--- config.mk ---
export PLATFORM = sky130hd
export DESIGN_NAME = ofnrd_readout
export DESIGN_NICKNAME = d
export VERILOG_FILES = /design/src/verilog/ofnrd_pkg.sv /design/src/verilog/ofnrd_axis_accum.sv /design/src/verilog/ofnrd_exposure.sv /design/src/verilog/ofnrd_readout.sv
export SDC_FILE = /design/constraint.sdc
export NUM_CORES = 1
export LEC_CHECK = 0
export ABC_AREA = 1
export ABC_CLOCK_PERIOD_IN_PS = 3560
export BUFFER_PORTS_ARGS = -buffer_cell sky130_fd_sc_hd__buf_2
export CORE_ASPECT_RATIO = 0.5
export CORE_MARGIN = 3
export CORE_UTILIZATION = 45
export DETAILED_ROUTE_END_ITERATION = 16
export PLACE_DENSITY = 0.67
export SLEW_MARGIN = 20
export SYNTH_ARGS = -nofsm -noshare
export SYNTH_HDL_FRONTEND = slang
export SYNTH_SLANG_ARGS = --single-unit
--- constraint.sdc ---
create_clock -name pclk -period 3.56 [get_ports pclk]
set_clock_uncertainty 0.05 [all_clocks]
set_input_delay 0.712 -clock pclk [delete_from_list [all_inputs] [get_ports pclk]]
set_output_delay 0.712 -clock pclk [all_outputs]
set_load 0.005 [all_outputs]
--- src/verilog/ofnrd_pkg.sv ---
// Constants and carrier types for the motion and frame statistics readout
package ofnrd_pkg;
  // APB geometry
  localparam int PADDR_W = 10;
  localparam int PDATA_W = 32;
  // Register indices, byte address is four times the index
  localparam logic [7:0] IDX_STATUS = 8'h02;
  localparam logic [7:0] IDX_DX = 8'h03;
  localparam logic [7:0] IDX_DY = 8'h04;
  localparam logic [7:0] IDX_SURFACE_QUALITY = 8'h05;
  localparam logic [7:0] IDX_EXP_HI = 8'h06;
  localparam logic [7:0] IDX_EXP_LO = 8'h07;
  localparam logic [7:0] IDX_MAXPIX = 8'h08;
  localparam logic [7:0] IDX_PSUM = 8'h09;
  localparam logic [7:0] IDX_DUMP = 8'h0b;
  localparam logic [7:0] IDX_IRQ_STAT = 8'h20;
  localparam logic [7:0] IDX_IRQ_MASK = 8'h21;
  // Movement status fields
  localparam int STAT_MOT_BIT = 7;
  localparam int STAT_DUMP_BIT = 6;
  localparam int STAT_ORIGIN_BIT = 5;
  localparam int STAT_OVF_BIT = 4;
  localparam int STAT_PIN_BIT = 0;
  // Interrupt status and mask fields
  localparam int IRQ_MOT_BIT = 0;
  localparam int IRQ_DUMP_BIT = 1;
  localparam int IRQ_OVF_BIT = 2;
  localparam int IRQ_W = 3;
  localparam logic [IRQ_W-1:0] IRQ_MASK_RESET = 3'h0;
  // Displacement limits
  localparam int ACC_W = 10;
  localparam logic signed [7:0] DISP_MAX = 8'sh7f;
  localparam logic signed [7:0] DISP_MIN_PIN_HIGH = 8'sh81;
  localparam logic signed [7:0] DISP_MIN_PIN_LOW = 8'sh80;
  localparam logic signed [ACC_W-1:0] ACC_MAX = 10'sh1ff;
  localparam logic signed [ACC_W-1:0] ACC_MIN = 10'sh200;
  // Frame statistics
  localparam logic [7:0] SURFACE_QUALITY_MAX = 8'ha7;
  localparam logic [7:0] MAXPIX_MAX = 8'hfe;
  localparam int PSUM_LSB = 9;
  // Pixel dump pointer
  localparam int PTR_W = 9;
  localparam logic [PTR_W-1:0] DUMP_LAST = 9'h168;
  // Exposure control
  localparam logic [15:0] EXP_RESET = 16'h0100;
  localparam logic [15:0] EXP_STEP = 16'h0010;
  localparam logic [15:0] EXP_MIN = 16'h0010;
  localparam logic [15:0] EXP_MAX = 16'hffe0;
  localparam logic [7:0] MAXPIX_HIGH = 8'hf0;
  localparam logic [7:0] MAXPIX_LOW = 8'h80;
  localparam logic [7:0] PSUM_HIGH = 8'hb4;
  localparam logic [7:0] PSUM_LOW = 8'h3c;
  typedef struct packed {
    logic [8:0] feature_count;
    logic [7:0] max_pixel;
    logic [16:0] pixel_sum;
  } ofnrd_frame_s;
  typedef struct packed {
    logic signed [7:0] report;
    logic pending;
    logic ovf;
  } ofnrd_axis_s;
endpackage

--- src/verilog/ofnrd_axis_accum.sv ---
// Saturating displacement accumulator for one axis
`timescale 1ns/1ns
module ofnrd_axis_accum
  import ofnrd_pkg::*;
(
  // Clock and reset
  input wire logic pclk,
  input wire logic presetn,
  // Movement and host actions
  input wire logic move_valid,
  input wire logic signed [7:0] move_delta,
  input wire logic read_take,
  input wire logic signed [7:0] taken,
  input wire logic clear,
  input wire logic signed [7:0] min_lim,
  // Report
  output ofnrd_axis_s axis
);
  typedef struct packed {
    logic signed [ACC_W-1:0] acc;
    logic ovf;
  } ofnrd_acc_s;
  ofnrd_acc_s s_q;
  ofnrd_acc_s s_d;
  logic signed [ACC_W+1:0] sum;
  logic fits;

  always_comb
  begin
    s_d = s_q;
    sum = {{2{s_q.acc[ACC_W-1]}}, s_q.acc};
    if (clear)
      sum = '0;
    else if (read_take)
      sum = sum - {{4{taken[7]}}, taken};
    if (move_valid)
      sum = sum + {{4{move_delta[7]}}, move_delta};
    fits = (sum[ACC_W+1:ACC_W-1] == 3'h0) || (sum[ACC_W+1:ACC_W-1] == 3'h7);
    if (!fits)
    begin
      s_d.acc = sum[ACC_W+1] ? ACC_MIN : ACC_MAX; // see [RULE6]
      s_d.ovf = 1'b1;
    end
    else
    begin
      s_d.acc = sum[ACC_W-1:0];
      if (clear || (read_take && s_d.acc != ACC_MAX && s_d.acc != ACC_MIN))
        s_d.ovf = 1'b0;
    end
  end

  always_ff @(posedge pclk or negedge presetn)
  begin
    if (!presetn)
      s_q <= '0;
    else
      s_q <= s_d;
  end

  // Clamp the reported byte
  assign axis.report = (s_q.acc > DISP_MAX) ? DISP_MAX : (s_q.acc < min_lim) ? min_lim : s_q.acc[7:0]; // see [RULE8]
  assign axis.pending = (s_q.acc != '0);
  assign axis.ovf = s_q.ovf;
endmodule

--- src/verilog/ofnrd_exposure.sv ---
// Automatic exposure time control
`timescale 1ns/1ns
module ofnrd_exposure
  import ofnrd_pkg::*;
(
  // Clock and reset
  input wire logic pclk,
  input wire logic presetn,
  // Frame results
  input wire logic frame_done,
  input wire logic [7:0] max_pixel,
  input wire logic [7:0] psum_byte,
  // Exposure in clock cycles
  output logic [15:0] exposure
);
  typedef struct packed {
    logic [15:0] exp;
  } ofnrd_exp_s;
  ofnrd_exp_s s_q;
  ofnrd_exp_s s_d;

  always_comb
  begin
    s_d = s_q;
    if (frame_done)
    begin
      if ((max_pixel >= MAXPIX_HIGH) || (psum_byte > PSUM_HIGH))
        s_d.exp = (s_q.exp > EXP_MIN) ? s_q.exp - EXP_STEP : EXP_MIN; // see [RULE14]
      else if ((max_pixel < MAXPIX_LOW) && (psum_byte < PSUM_LOW))
        s_d.exp = (s_q.exp < EXP_MAX) ? s_q.exp + EXP_STEP : EXP_MAX; // see [RULE14]
    end
  end

  always_ff @(posedge pclk or negedge presetn)
  begin
    if (!presetn)
      s_q.exp <= EXP_RESET;
    else
      s_q <= s_d;
  end

  assign exposure = s_q.exp;
endmodule

--- src/verilog/ofnrd_readout.sv ---
// Motion and frame statistics readout with APB register access
//
// What this block and the host do
// [RULE1] Flag dump byte valid while byte waits
// [RULE2] Host checks dump flag before reading byte
// [RULE3] Host checks origin flag after dump restart
// [RULE4] Pending bit shows unreported motion
// [RULE5] Origin flag on restart or pointer wrap
// [RULE6] Overflow bit on accumulator overflow
// [RULE7] Status bit zero mirrors general pin
// [RULE8] X byte clamped to plus/minus 127, clear-on-read; a read subtracts the clamped byte, keeping any excess
// [RULE9] Y byte clamped, -128 floor when pin low
// [RULE10] Host reads X then Y back to back
// [RULE11] Surface quality upper feature bits, max 167
// [RULE12] Exposure high and low byte split
// [RULE13] Host reads exposure high then low
// [RULE14] Exposure tracks pixel brightness automatically
// [RULE15] Brightest pixel per frame, max 254
// [RULE16] Status write clears motion and overflow
// [RULE17] Brightness total is pixel sum over 512
// [RULE18] High byte read latches low byte
//
// Register access over APB was left to the implementer.
`timescale 1ns/1ns
module ofnrd_readout
  import ofnrd_pkg::*;
(
  // APB clock and reset
  input wire logic pclk,
  input wire logic presetn,
  // APB slave
  input wire logic psel,
  input wire logic penable,
  input wire logic pwrite,
  input wire logic [PADDR_W-1:0] paddr,
  input wire logic [PDATA_W-1:0] pwdata,
  output logic [PDATA_W-1:0] prdata,
  output logic pready,
  output logic pslverr,
  // Interrupt
  output logic irq,
  // Motion engine
  input wire logic move_valid,
  input wire logic signed [7:0] move_dx,
  input wire logic signed [7:0] move_dy,
  // Frame engine
  input wire logic frame_done,
  input wire ofnrd_frame_s frame_stats,
  input wire logic [7:0] dump_pixel,
  output logic [PTR_W-1:0] dump_addr,
  output logic [15:0] exposure_time,
  // Pins
  input wire logic gpio_pin,
  input wire logic mount_direction_pin
);

////////////////////////////////////////////////////////////////////////////////
  // State
  typedef struct packed {
    logic [PDATA_W-1:0] prdata;
    logic pready;
    logic pslverr;
    logic irq;
    logic [7:0] surface_quality;
    logic [7:0] maxpix;
    logic [7:0] psum;
    logic [7:0] exp_lo;
    logic [7:0] dump_data;
    logic dump_valid;
    logic dump_origin;
    logic [PTR_W-1:0] dump_ptr;
    logic [IRQ_W-1:0] irq_stat;
    logic [IRQ_W-1:0] irq_mask;
    logic mot_prev;
    logic ovf_prev;
    logic dump_prev;
  } ofnrd_top_s;

  ofnrd_top_s s_q;
  ofnrd_top_s s_d;
  ofnrd_axis_s axis [2];
  logic signed [7:0] axis_delta [2];
  logic signed [7:0] axis_min [2];
  logic axis_take [2];
  logic [15:0] exposure;
  logic setup;
  logic done;
  logic wr;
  logic rd;
  logic movement_pending;
  logic ovf;
  logic status_clr;
  logic [IRQ_W-1:0] events;

////////////////////////////////////////////////////////////////////////////////
  // Address decode
  function automatic logic at_idx(input logic [PADDR_W-1:0] a, input logic [7:0] idx);
    return a[PADDR_W-1:2] == idx;
  endfunction

  function automatic logic mapped(input logic [PADDR_W-1:0] a);
    return (a[1:0] == 2'h0) && (at_idx(a, IDX_STATUS) || at_idx(a, IDX_DUMP) || at_idx(a, IDX_IRQ_STAT) ||
      at_idx(a, IDX_IRQ_MASK) || (a[PADDR_W-1:2] >= IDX_DX && a[PADDR_W-1:2] <= IDX_PSUM));
  endfunction

  assign setup = psel & ~penable;
  assign done = psel & penable & s_q.pready;
  // Refused transfers have no side effect other than a refused high exposure byte read latching the low byte
  assign wr = done & pwrite & ~s_q.pslverr;
  assign rd = done & ~pwrite & ~s_q.pslverr;
  assign status_clr = wr & at_idx(paddr, IDX_STATUS); // see [RULE16]

////////////////////////////////////////////////////////////////////////////////
  // Displacement accumulators
  assign movement_pending = axis[0].pending | axis[1].pending; // see [RULE4]
  assign ovf = axis[0].ovf | axis[1].ovf; // see [RULE6]
  assign axis_delta[0] = move_dx;
  assign axis_delta[1] = move_dy;
  assign axis_min[0] = DISP_MIN_PIN_HIGH; // see [RULE8]
  assign axis_min[1] = mount_direction_pin ? DISP_MIN_PIN_HIGH : DISP_MIN_PIN_LOW; // see [RULE9]
  assign axis_take[0] = rd & at_idx(paddr, IDX_DX); // see [RULE8]
  assign axis_take[1] = rd & at_idx(paddr, IDX_DY); // see [RULE9]

  genvar g;
  generate
    for (g = 0; g < 2; g++)
    begin : g_axis
      ofnrd_axis_accum u_accum (
        .pclk(pclk),
        .presetn(presetn),
        .move_valid(move_valid),
        .move_delta(axis_delta[g]),
        .read_take(axis_take[g]),
        .taken(s_q.prdata[7:0]),
        .clear(status_clr),
        .min_lim(axis_min[g]),
        .axis(axis[g])
      );
    end
  endgenerate

  // Exposure control
  ofnrd_exposure u_exposure (
    .pclk(pclk),
    .presetn(presetn),
    .frame_done(frame_done),
    .max_pixel(s_q.maxpix),
    .psum_byte(s_q.psum),
    .exposure(exposure)
  );

////////////////////////////////////////////////////////////////////////////////
  // Next state
  always_comb
  begin
    s_d = s_q;
    events = '0;
    s_d.pready = setup;
    s_d.pslverr = setup & ~mapped(paddr);
    if (setup & ~pwrite)
    begin
      s_d.prdata = '0;
      case (paddr[PADDR_W-1:2])
        IDX_STATUS:
        begin
          s_d.prdata[STAT_MOT_BIT] = movement_pending; // see [RULE4]
          s_d.prdata[STAT_DUMP_BIT] = s_q.dump_valid; // see [RULE1]
          s_d.prdata[STAT_ORIGIN_BIT] = s_q.dump_origin; // see [RULE5]
          s_d.prdata[STAT_OVF_BIT] = ovf; // see [RULE6]
          s_d.prdata[STAT_PIN_BIT] = gpio_pin; // see [RULE7]
        end
        IDX_DX: s_d.prdata[7:0] = axis[0].report;
        IDX_DY: s_d.prdata[7:0] = axis[1].report;
        IDX_SURFACE_QUALITY: s_d.prdata[7:0] = s_q.surface_quality;
        IDX_EXP_HI:
        begin
          s_d.prdata[7:0] = exposure[15:8]; // see [RULE12]
          s_d.exp_lo = exposure[7:0]; // see [RULE18]
        end
        IDX_EXP_LO: s_d.prdata[7:0] = s_q.exp_lo; // see [RULE12]
        IDX_MAXPIX: s_d.prdata[7:0] = s_q.maxpix;
        IDX_PSUM: s_d.prdata[7:0] = s_q.psum;
        IDX_DUMP: s_d.prdata[7:0] = s_q.dump_data;
        IDX_IRQ_STAT: s_d.prdata[IRQ_W-1:0] = s_q.irq_stat;
        IDX_IRQ_MASK: s_d.prdata[IRQ_W-1:0] = s_q.irq_mask;
        default: s_d.prdata = '0;
      endcase
    end
    // Frame statistics
    if (frame_done)
    begin
      s_d.surface_quality = (frame_stats.feature_count[8:1] > SURFACE_QUALITY_MAX) ? SURFACE_QUALITY_MAX : frame_stats.feature_count[8:1]; // see [RULE11]
      s_d.maxpix = (frame_stats.max_pixel > MAXPIX_MAX) ? MAXPIX_MAX : frame_stats.max_pixel; // see [RULE15]
      s_d.psum = frame_stats.pixel_sum[16:PSUM_LSB]; // see [RULE17]
    end
    // Pixel dump
    if (wr & at_idx(paddr, IDX_DUMP))
    begin
      s_d.dump_ptr = '0; // see [RULE5]
      s_d.dump_valid = 1'b0;
      s_d.dump_origin = 1'b1; // see [RULE5]
    end
    else
    begin
      if (rd & at_idx(paddr, IDX_DUMP) & s_q.dump_valid)
      begin
        s_d.dump_valid = 1'b0;
        s_d.dump_ptr = (s_q.dump_ptr == DUMP_LAST) ? '0 : s_q.dump_ptr + 9'h001;
        s_d.dump_origin = (s_q.dump_ptr == DUMP_LAST); // see [RULE5]
      end
      if (frame_done & ~s_q.dump_valid)
      begin
        s_d.dump_data = dump_pixel;
        s_d.dump_valid = 1'b1; // see [RULE1]
      end
    end
    // Interrupts
    events[IRQ_MOT_BIT] = movement_pending & ~s_q.mot_prev;
    events[IRQ_DUMP_BIT] = s_q.dump_valid & ~s_q.dump_prev;
    events[IRQ_OVF_BIT] = ovf & ~s_q.ovf_prev;
    s_d.mot_prev = movement_pending;
    s_d.ovf_prev = ovf;
    s_d.dump_prev = s_q.dump_valid;
    if (wr & at_idx(paddr, IDX_IRQ_STAT))
      s_d.irq_stat = s_q.irq_stat & ~pwdata[IRQ_W-1:0];
    if (wr & at_idx(paddr, IDX_IRQ_MASK))
      s_d.irq_mask = pwdata[IRQ_W-1:0];
    s_d.irq_stat = s_d.irq_stat | events;
    s_d.irq = |(s_d.irq_stat & s_d.irq_mask);
  end

  always_ff @(posedge pclk or negedge presetn)
  begin
    if (!presetn)
    begin
      s_q <= '0;
      s_q.irq_mask <= IRQ_MASK_RESET;
    end
    else
      s_q <= s_d;
  end

  // Outputs
  assign prdata = s_q.prdata;
  assign pready = s_q.pready;
  assign pslverr = s_q.pslverr;
  assign irq = s_q.irq;
  assign dump_addr = s_q.dump_ptr;
  assign exposure_time = exposure;
endmodule
After elaboration in Yosys (flattened, before gate mapping)
Index checks and enable logic that the tools add are counted.
{"block": "word_totals", "reg_bits": 109, "latch_bits": 0, "mem_bits_rw": 0, "romBits": 0, "out_inout_bits": 60, "elab_cells": 160, "n_memories": 0}
{"block": "classes", "n_addsub": 7, "n_mul": 0, "div": 0, "magnitude_cmp": 14, "n_eq_ne": 20, "shift": 0, "mux": 33, "bitwise": 36, "n_reduce_logical": 28}
{"cell": "$mux 12", "n": 6}
{"cell": "$mux 16", "n": 4}
{"cell": "$mux 8", "n": 6}
{"cell": "$mux 11", "n": 4}
{"cell": "$ne 10x10->1 const B", "n": 4}
{"cell": "$pmux 4 s9", "n": 1}
{"cell": "$eq 8x3->1 const B", "n": 4}
{"cell": "$add 12x12->12", "n": 2}
{"cell": "$eq 8x4->1 const B", "n": 3}
{"cell": "$gt 8x8->1 const B", "n": 3}
{"cell": "$sub 10x8->11", "n": 2}
{"cell": "$and 1x1->1", "n": 21}
{"cell": "$gt 10x8->1 const B", "n": 2}
{"cell": "$mux 10", "n": 2}
{"cell": "$pmux 2 s10", "n": 1}
{"cell": "$reduce_bool 10->1", "n": 2}
{"cell": "$add 16x5->16 const B", "n": 1}
{"cell": "$eq 8x2->1 const B", "n": 2}
{"cell": "$eq 8x6->1 const B", "n": 2}
{"cell": "$gt 16x5->1 const B", "n": 1}
{"cell": "$lt 16x16->1 const B", "n": 1}
{"cell": "$sub 16x5->16 const B", "n": 1}
{"cell": "$pmux 1 s11", "n": 1}
{"cell": "$lt 10x8->1", "n": 1}
{"cell": "27 further kinds", "n": 61}

Logic depth before layout (Yosys ltp)
{"block": "logic_depth", "depth_word": 15, "ltp_mapped": 28, "depth_no_buf": 28}

By module
Synthesis repeated with hierarchy kept, for this count alone.
{"block": "hier_totals", "hier_cells": 1677, "hier_area_um2": 10432.5}
{"module": "ofnrd_axis_accum", "n_inst": 2, "cells_each": 419, "area_each_um2": 2366.0, "seq_area_each_um2": 275.3}
{"module": "ofnrd_readout", "n_inst": 1, "cells_each": 586, "area_each_um2": 4249.1, "seq_area_each_um2": 1776.7}
{"module": "ofnrd_exposure", "n_inst": 1, "cells_each": 253, "area_each_um2": 1451.4, "seq_area_each_um2": 301.5}

Worst setup path before layout
OpenSTA, ideal clock, no wires.
{"block": "synth_timing", "path_type": "input-to-reg", "start": "in paddr[5]", "end": "reg g_axis[0].u_accum.s_q, in the netlist g_axis[0].u_accum.axis[0]", "setup_ns": 0.116, "arrival_time_ns": 3.340, "t_required_ns": 3.394, "slack_ns": 0.054, "cell_stages": 24, "path_cell_list": "nor2_1 nand2_4 nor2_8 nand2_4 buf_6 nand2_1 nand3_1 inv_1 ha_1 inv_1 fa_1 inv_1 nand3_1 nand3_1 nand3_1 nand2_1 a21oi_1 or2_2 nand3_1 nand3_1 nand2_1 nand2_1 inv_1 nand2_1"}
{"block": "synth_between", "elab_chain_cells": 11}
{"element": "start, declared", "line_no": "ofnrd_readout.sv:35", "rtl": "input wire logic [PADDR_W-1:0] paddr,"}
{"element": "$eq 8x2->1", "line_no": "ofnrd_readout.sv:98", "rtl": "return a[PADDR_W-1:2] == idx;"}
{"element": "$and 1x1->1", "line_no": "ofnrd_readout.sv:121", "rtl": "assign axis_take[0] = rd & at_idx(paddr, IDX_DX);"}
{"element": "$mux 12", "line_no": "ofnrd_axis_accum.sv:34", "rtl": "else if (read_take)"}
{"element": "$mux 12", "line_no": "ofnrd_axis_accum.sv:32", "rtl": "if (clear)"}
{"element": "$add 12x12->12", "line_no": "ofnrd_axis_accum.sv:37", "rtl": "sum = sum + {{4{move_delta[7]}}, move_delta};"}
{"element": "$mux 12", "line_no": "ofnrd_axis_accum.sv:36", "rtl": "if (move_valid)"}
{"element": "$ne 10x10->1", "line_no": "ofnrd_axis_accum.sv:47", "rtl": "if (clear || (read_take && s_d.acc != ACC_MAX && s_d.acc != ACC_MIN))"}
{"element": "$logic_and 1x1->1 (2 in a row)", "line_no": "ofnrd_axis_accum.sv:47"}
{"element": "$logic_or 1x1->1", "line_no": "ofnrd_axis_accum.sv:47"}
{"element": "$ne 2x2->1 (no source line)"}
{"element": "end signal, assigned", "line_no": "ofnrd_axis_accum.sv:55", "rtl": "s_q <= '0;"}
{"element": "end signal, assigned", "line_no": "ofnrd_axis_accum.sv:57", "rtl": "s_q <= s_d;"}
{"element": "end, declared", "line_no": "ofnrd_axis_accum.sv:23", "rtl": "ofnrd_acc_s s_q;"}
Several ways; a longest one is shown, not always the timed one.
A chain may end at the register's enable or synchronous reset.

==> impl_metrics.py <==
metrics = {
    "pwr": {
        "p_comb_share_pct": 63.0,
        "p_switching_mw": 3.58,
        "peakVddDrop_mv": 0.249,
        "swShare_pct": 48.7,
        "power_frac_seq_pct": 23.4,
        "power_mw": 7.34,
        "power.share.clock_pct": 13.7,
        "intPower_mw": 3.76,
        "power.density_nw_per_um2": 664,
        "power_leakage_nw": 6.01,
    },
    "route": {
        "vias": 9221,
        "drt_wl_total_um": 26900,
        "route.detailed.drc": 0,
        "route.detailed.wl_per_inst_um": 14.8,
        "drt-initial-drc-count": 722,
        "antenna_violating_nets_post_route": 0,
        "first_pass_iters": 5,
        "vias_per_cell": 5.08,
    },
    "floorplanning": {
        "core_um2": 19000,
        "die_area_um2": 21900,
        "die_h_um": 106,
        "start_util_pct": 47.5,
        "core.rowCount": 35,
        "io_pins": 169,
        "die_w_um": 206,
    },
    "cells_and_area": {
        "num-fill-cells": 1860,
        "drive_above_1_share_pct": 24.4,
        "regArea_um2": 2530,
        "area_growth_pct": 22.2,
        "utilization_pct": 58.0,
        "layout.nets": 1711,
        "multi_input_area_um2": 5630,
        "n_antenna_cell": 0,
        "fin_cells": 1815,
        "final_area_um2": 11100,
    },
    "logic_synthesis": {
        "ys_seq_elements": 101,
        "yosys.area.top_type": "dfrtp_1",
        "synth_area_per_cell_um2": 6.60,
        "synth_area_um2": 9040,
        "async_flop_share_pct": 100,
        "synth_seq_area_share_pct": 28.0,
        "synth_flop_cell": "dfrtp_1",
        "synth_top_area_share_pct": 27.7,
        "synthesis.instances": 1371,
        "synth.distinct_cells": 57,
        "yosysWarningCount": 0,
        "synth_edf_count": 0,
        "synth_area_leaders": "dfrtp_1 28%, nand2_1 16%, inv_1 9.1%, ha_1 6.5%, nand3_1 6.1%",
    },
    "timing": {
        "rsz0062_at_grt": "true",
        "setup_viol": 0,
        "min_period_ns": 3.37,
        "fmax_mhz": 296,
        "period_share_pct": 94.7,
        "hold_violations": 0,
        "tightest_slew_ns": 0.666,
        "slew-limit-headroom_pct": 55.3,
        "slew_viol_final": 0,
    },
    "grt": {
        "grtUsageTotal_pct": 23.9,
        "grt_overflow": 0,
        "antenna_found_initial": 0,
        "grt_pass1_wl_um": 42200,
        "grt_max_degree": 50,
        "grt_pass1_vias": 8391,
    },
    "worst_setup_path": {
        "worstPathRequired_ns": 3.75,
        "critPathCaptureType": "flop",
        "crit_slowest_cell": "dfrtp_1",
        "start_kind": "flop",
        "max_stage_delay_ns": 0.43,
        "timing.critical_path.mode_cell": "nand2_1",
        "crit_arrival_ns": 3.57,
        "crit_type": "flop to flop",
        "cp_max_fo": 5,
    },
    "clock_tree": {
        "holdBufCountCts": 0,
        "cts_buffers": 9,
        "clock_latency_ns": 0.35,
        "clk_transition_reported_paths_ns": 0.08,
        "cts_buffer_depth": 2,
        "clock-sinks": 101,
        "cts_tree": "done",
        "ctsRootBufferMaster": "clkbuf_16",
        "htree_levels": 3,
    },
    "placed_design": {
        "dpl_cell_area_um2": 10300,
        "dp_hpwl_um": 21300,
        "placed_cells": 1781,
        "routabilityCongestion": 0.967,
        "port_buffers": 101,
    },
    "run": {
        "maxCapViolations": 0,
    },
    "run_status": {
        "status": "finished clean",
    },
    "min_path": {
        "hold_class": "flop to flop",
    },
}
-- per-stage QoR --
stage	setup slack (ns)	TNS, ns	hold WS (ns)
global placement	-0.0899	-0.377	0.312
detailed placement	-0.142	-1.18	0.321
CTS	0.00148	0	0.324
global route	-0.0437	-0.0806	0.342
finish	0.187	0	0.326
floorplan	0.0536	0	0.304
-- area by class of cell --
cell class                      count  share of cell area, %
Multi-Input combinational cell    995                   50.9
Sequential cell                   101                   22.9
Timing Repair Buffer              208                   12.4
Inverter                          236                   8.11
Tap cell                          259                   2.93
Clock buffer                        9                   2.04
Clock inverter                      7                  0.679
-- kinds of logic (layout without fill, tap and decap cells) --
group,Yosys count,after routing,share of synthesized area [%]
other cells,1,28,0.0415
fa+ha+maj,51,51,7.39
mux,2,2,0.235
compound gates,206,206,13.4
flops,101,101,28.0
buf+inv,305,460,15.0
simple gates,681,684,33.7
xor+xnor,24,24,2.32
-- worst max-delay path: cells and delay by family, from the launching register on --
family	cells	cell delay [ns]
buffers and inverters	3	0.18
adders and majority gates	3	0.82
DFF	1	0.43
and+or+nand+nor	15	1.16
AOI/OAI and AO/OA	4	0.61
-- path summary, 6_finish.rpt --
check                      startpoint  cells after the start                   endpoint  slack, ns
setup / recovery            prdata[0]                     25   g_axis[1].u_accum.s_q[6]       0.19
min in group asynchronous     presetn                      1  g_axis[0].u_accum.s_q[10]       0.34
setup reg to reg            prdata[0]                     25   g_axis[1].u_accum.s_q[6]       0.19
hold / removal                 s_d[0]                      0                     s_q[0]       0.33
max in group asynchronous     presetn                      2     u_exposure.exposure[8]       2.42
hold reg to reg                s_d[0]                      0                     s_q[0]       0.33
-- power groups by stage --
stage                     Sequential [mW]  Clock [mW]  Combinational [mW]
final                                1.72        1.00                4.62
after global routing                 1.75        1.06                5.26
after CTS                            1.69        1.02                4.11
after detailed placement             1.71           0                4.07
after global placement               1.71           0                3.98
after floorplan                      1.55           0                2.99
-- what timing repair did --
action,CTS,global route
setup buffers,0,15
resized for setup,2,94
cloned,0,3
setup endpoints to repair,2,22
pin swaps,0,22
-- sequential cells by signal (all words and copies together) (netlist names) --
name                 cells
s_q                     46
g_axis.u_accum.s_q      20
u_exposure.exposure     12
dump_addr                9
prdata                   8
g_axis.u_accum.axis      2
irq                      1
pready                   1
pslverr                  1
s_d                      1
-- layout by cell type (no fill, tap or decap), drive strengths merged, types with 3 or more instances in the layout --
master,count
o2111ai,5
nor2,100
clkinv,5
nand3b,4
ha,47
a21oi,59
a211oi,5
nand4,25
a221oi,8
buf,208
conb,28
nand2,411
a31oi,5
xor2,18
o211ai,3
nor3,16
or2,3
nor4,6
o22ai,8
xnor2,6
fa,4
nand3,118
dfrtp,100
o21ai,105
clkbuf,9
inv,236
-- cell usage after synthesis, drive strengths merged (4+ instances only) --
cell       n
a211oi     5
a21oi     59
a221oi     8
a31oi      5
buf       55
clkbuf    14
dfrtp    100
fa         4
ha        47
inv      234
nand2    408
nand3    118
nand3b     4
nand4     25
nor2     100
nor3      16
nor4       6
o2111ai    5
o21ai    105
o22ai      8
xnor2      6
xor2      18
-- metal layers --
layer,up-vias,track usage [%],part of all wire [%]
met5,-,0,0
met2,248,38.3,45
met1,4242,34.4,47
li1,4700,-,-
met4,0,4.02,1.4
met3,31,3.98,6.4
No activity file was read; power rests on OpenSTA's default activity.
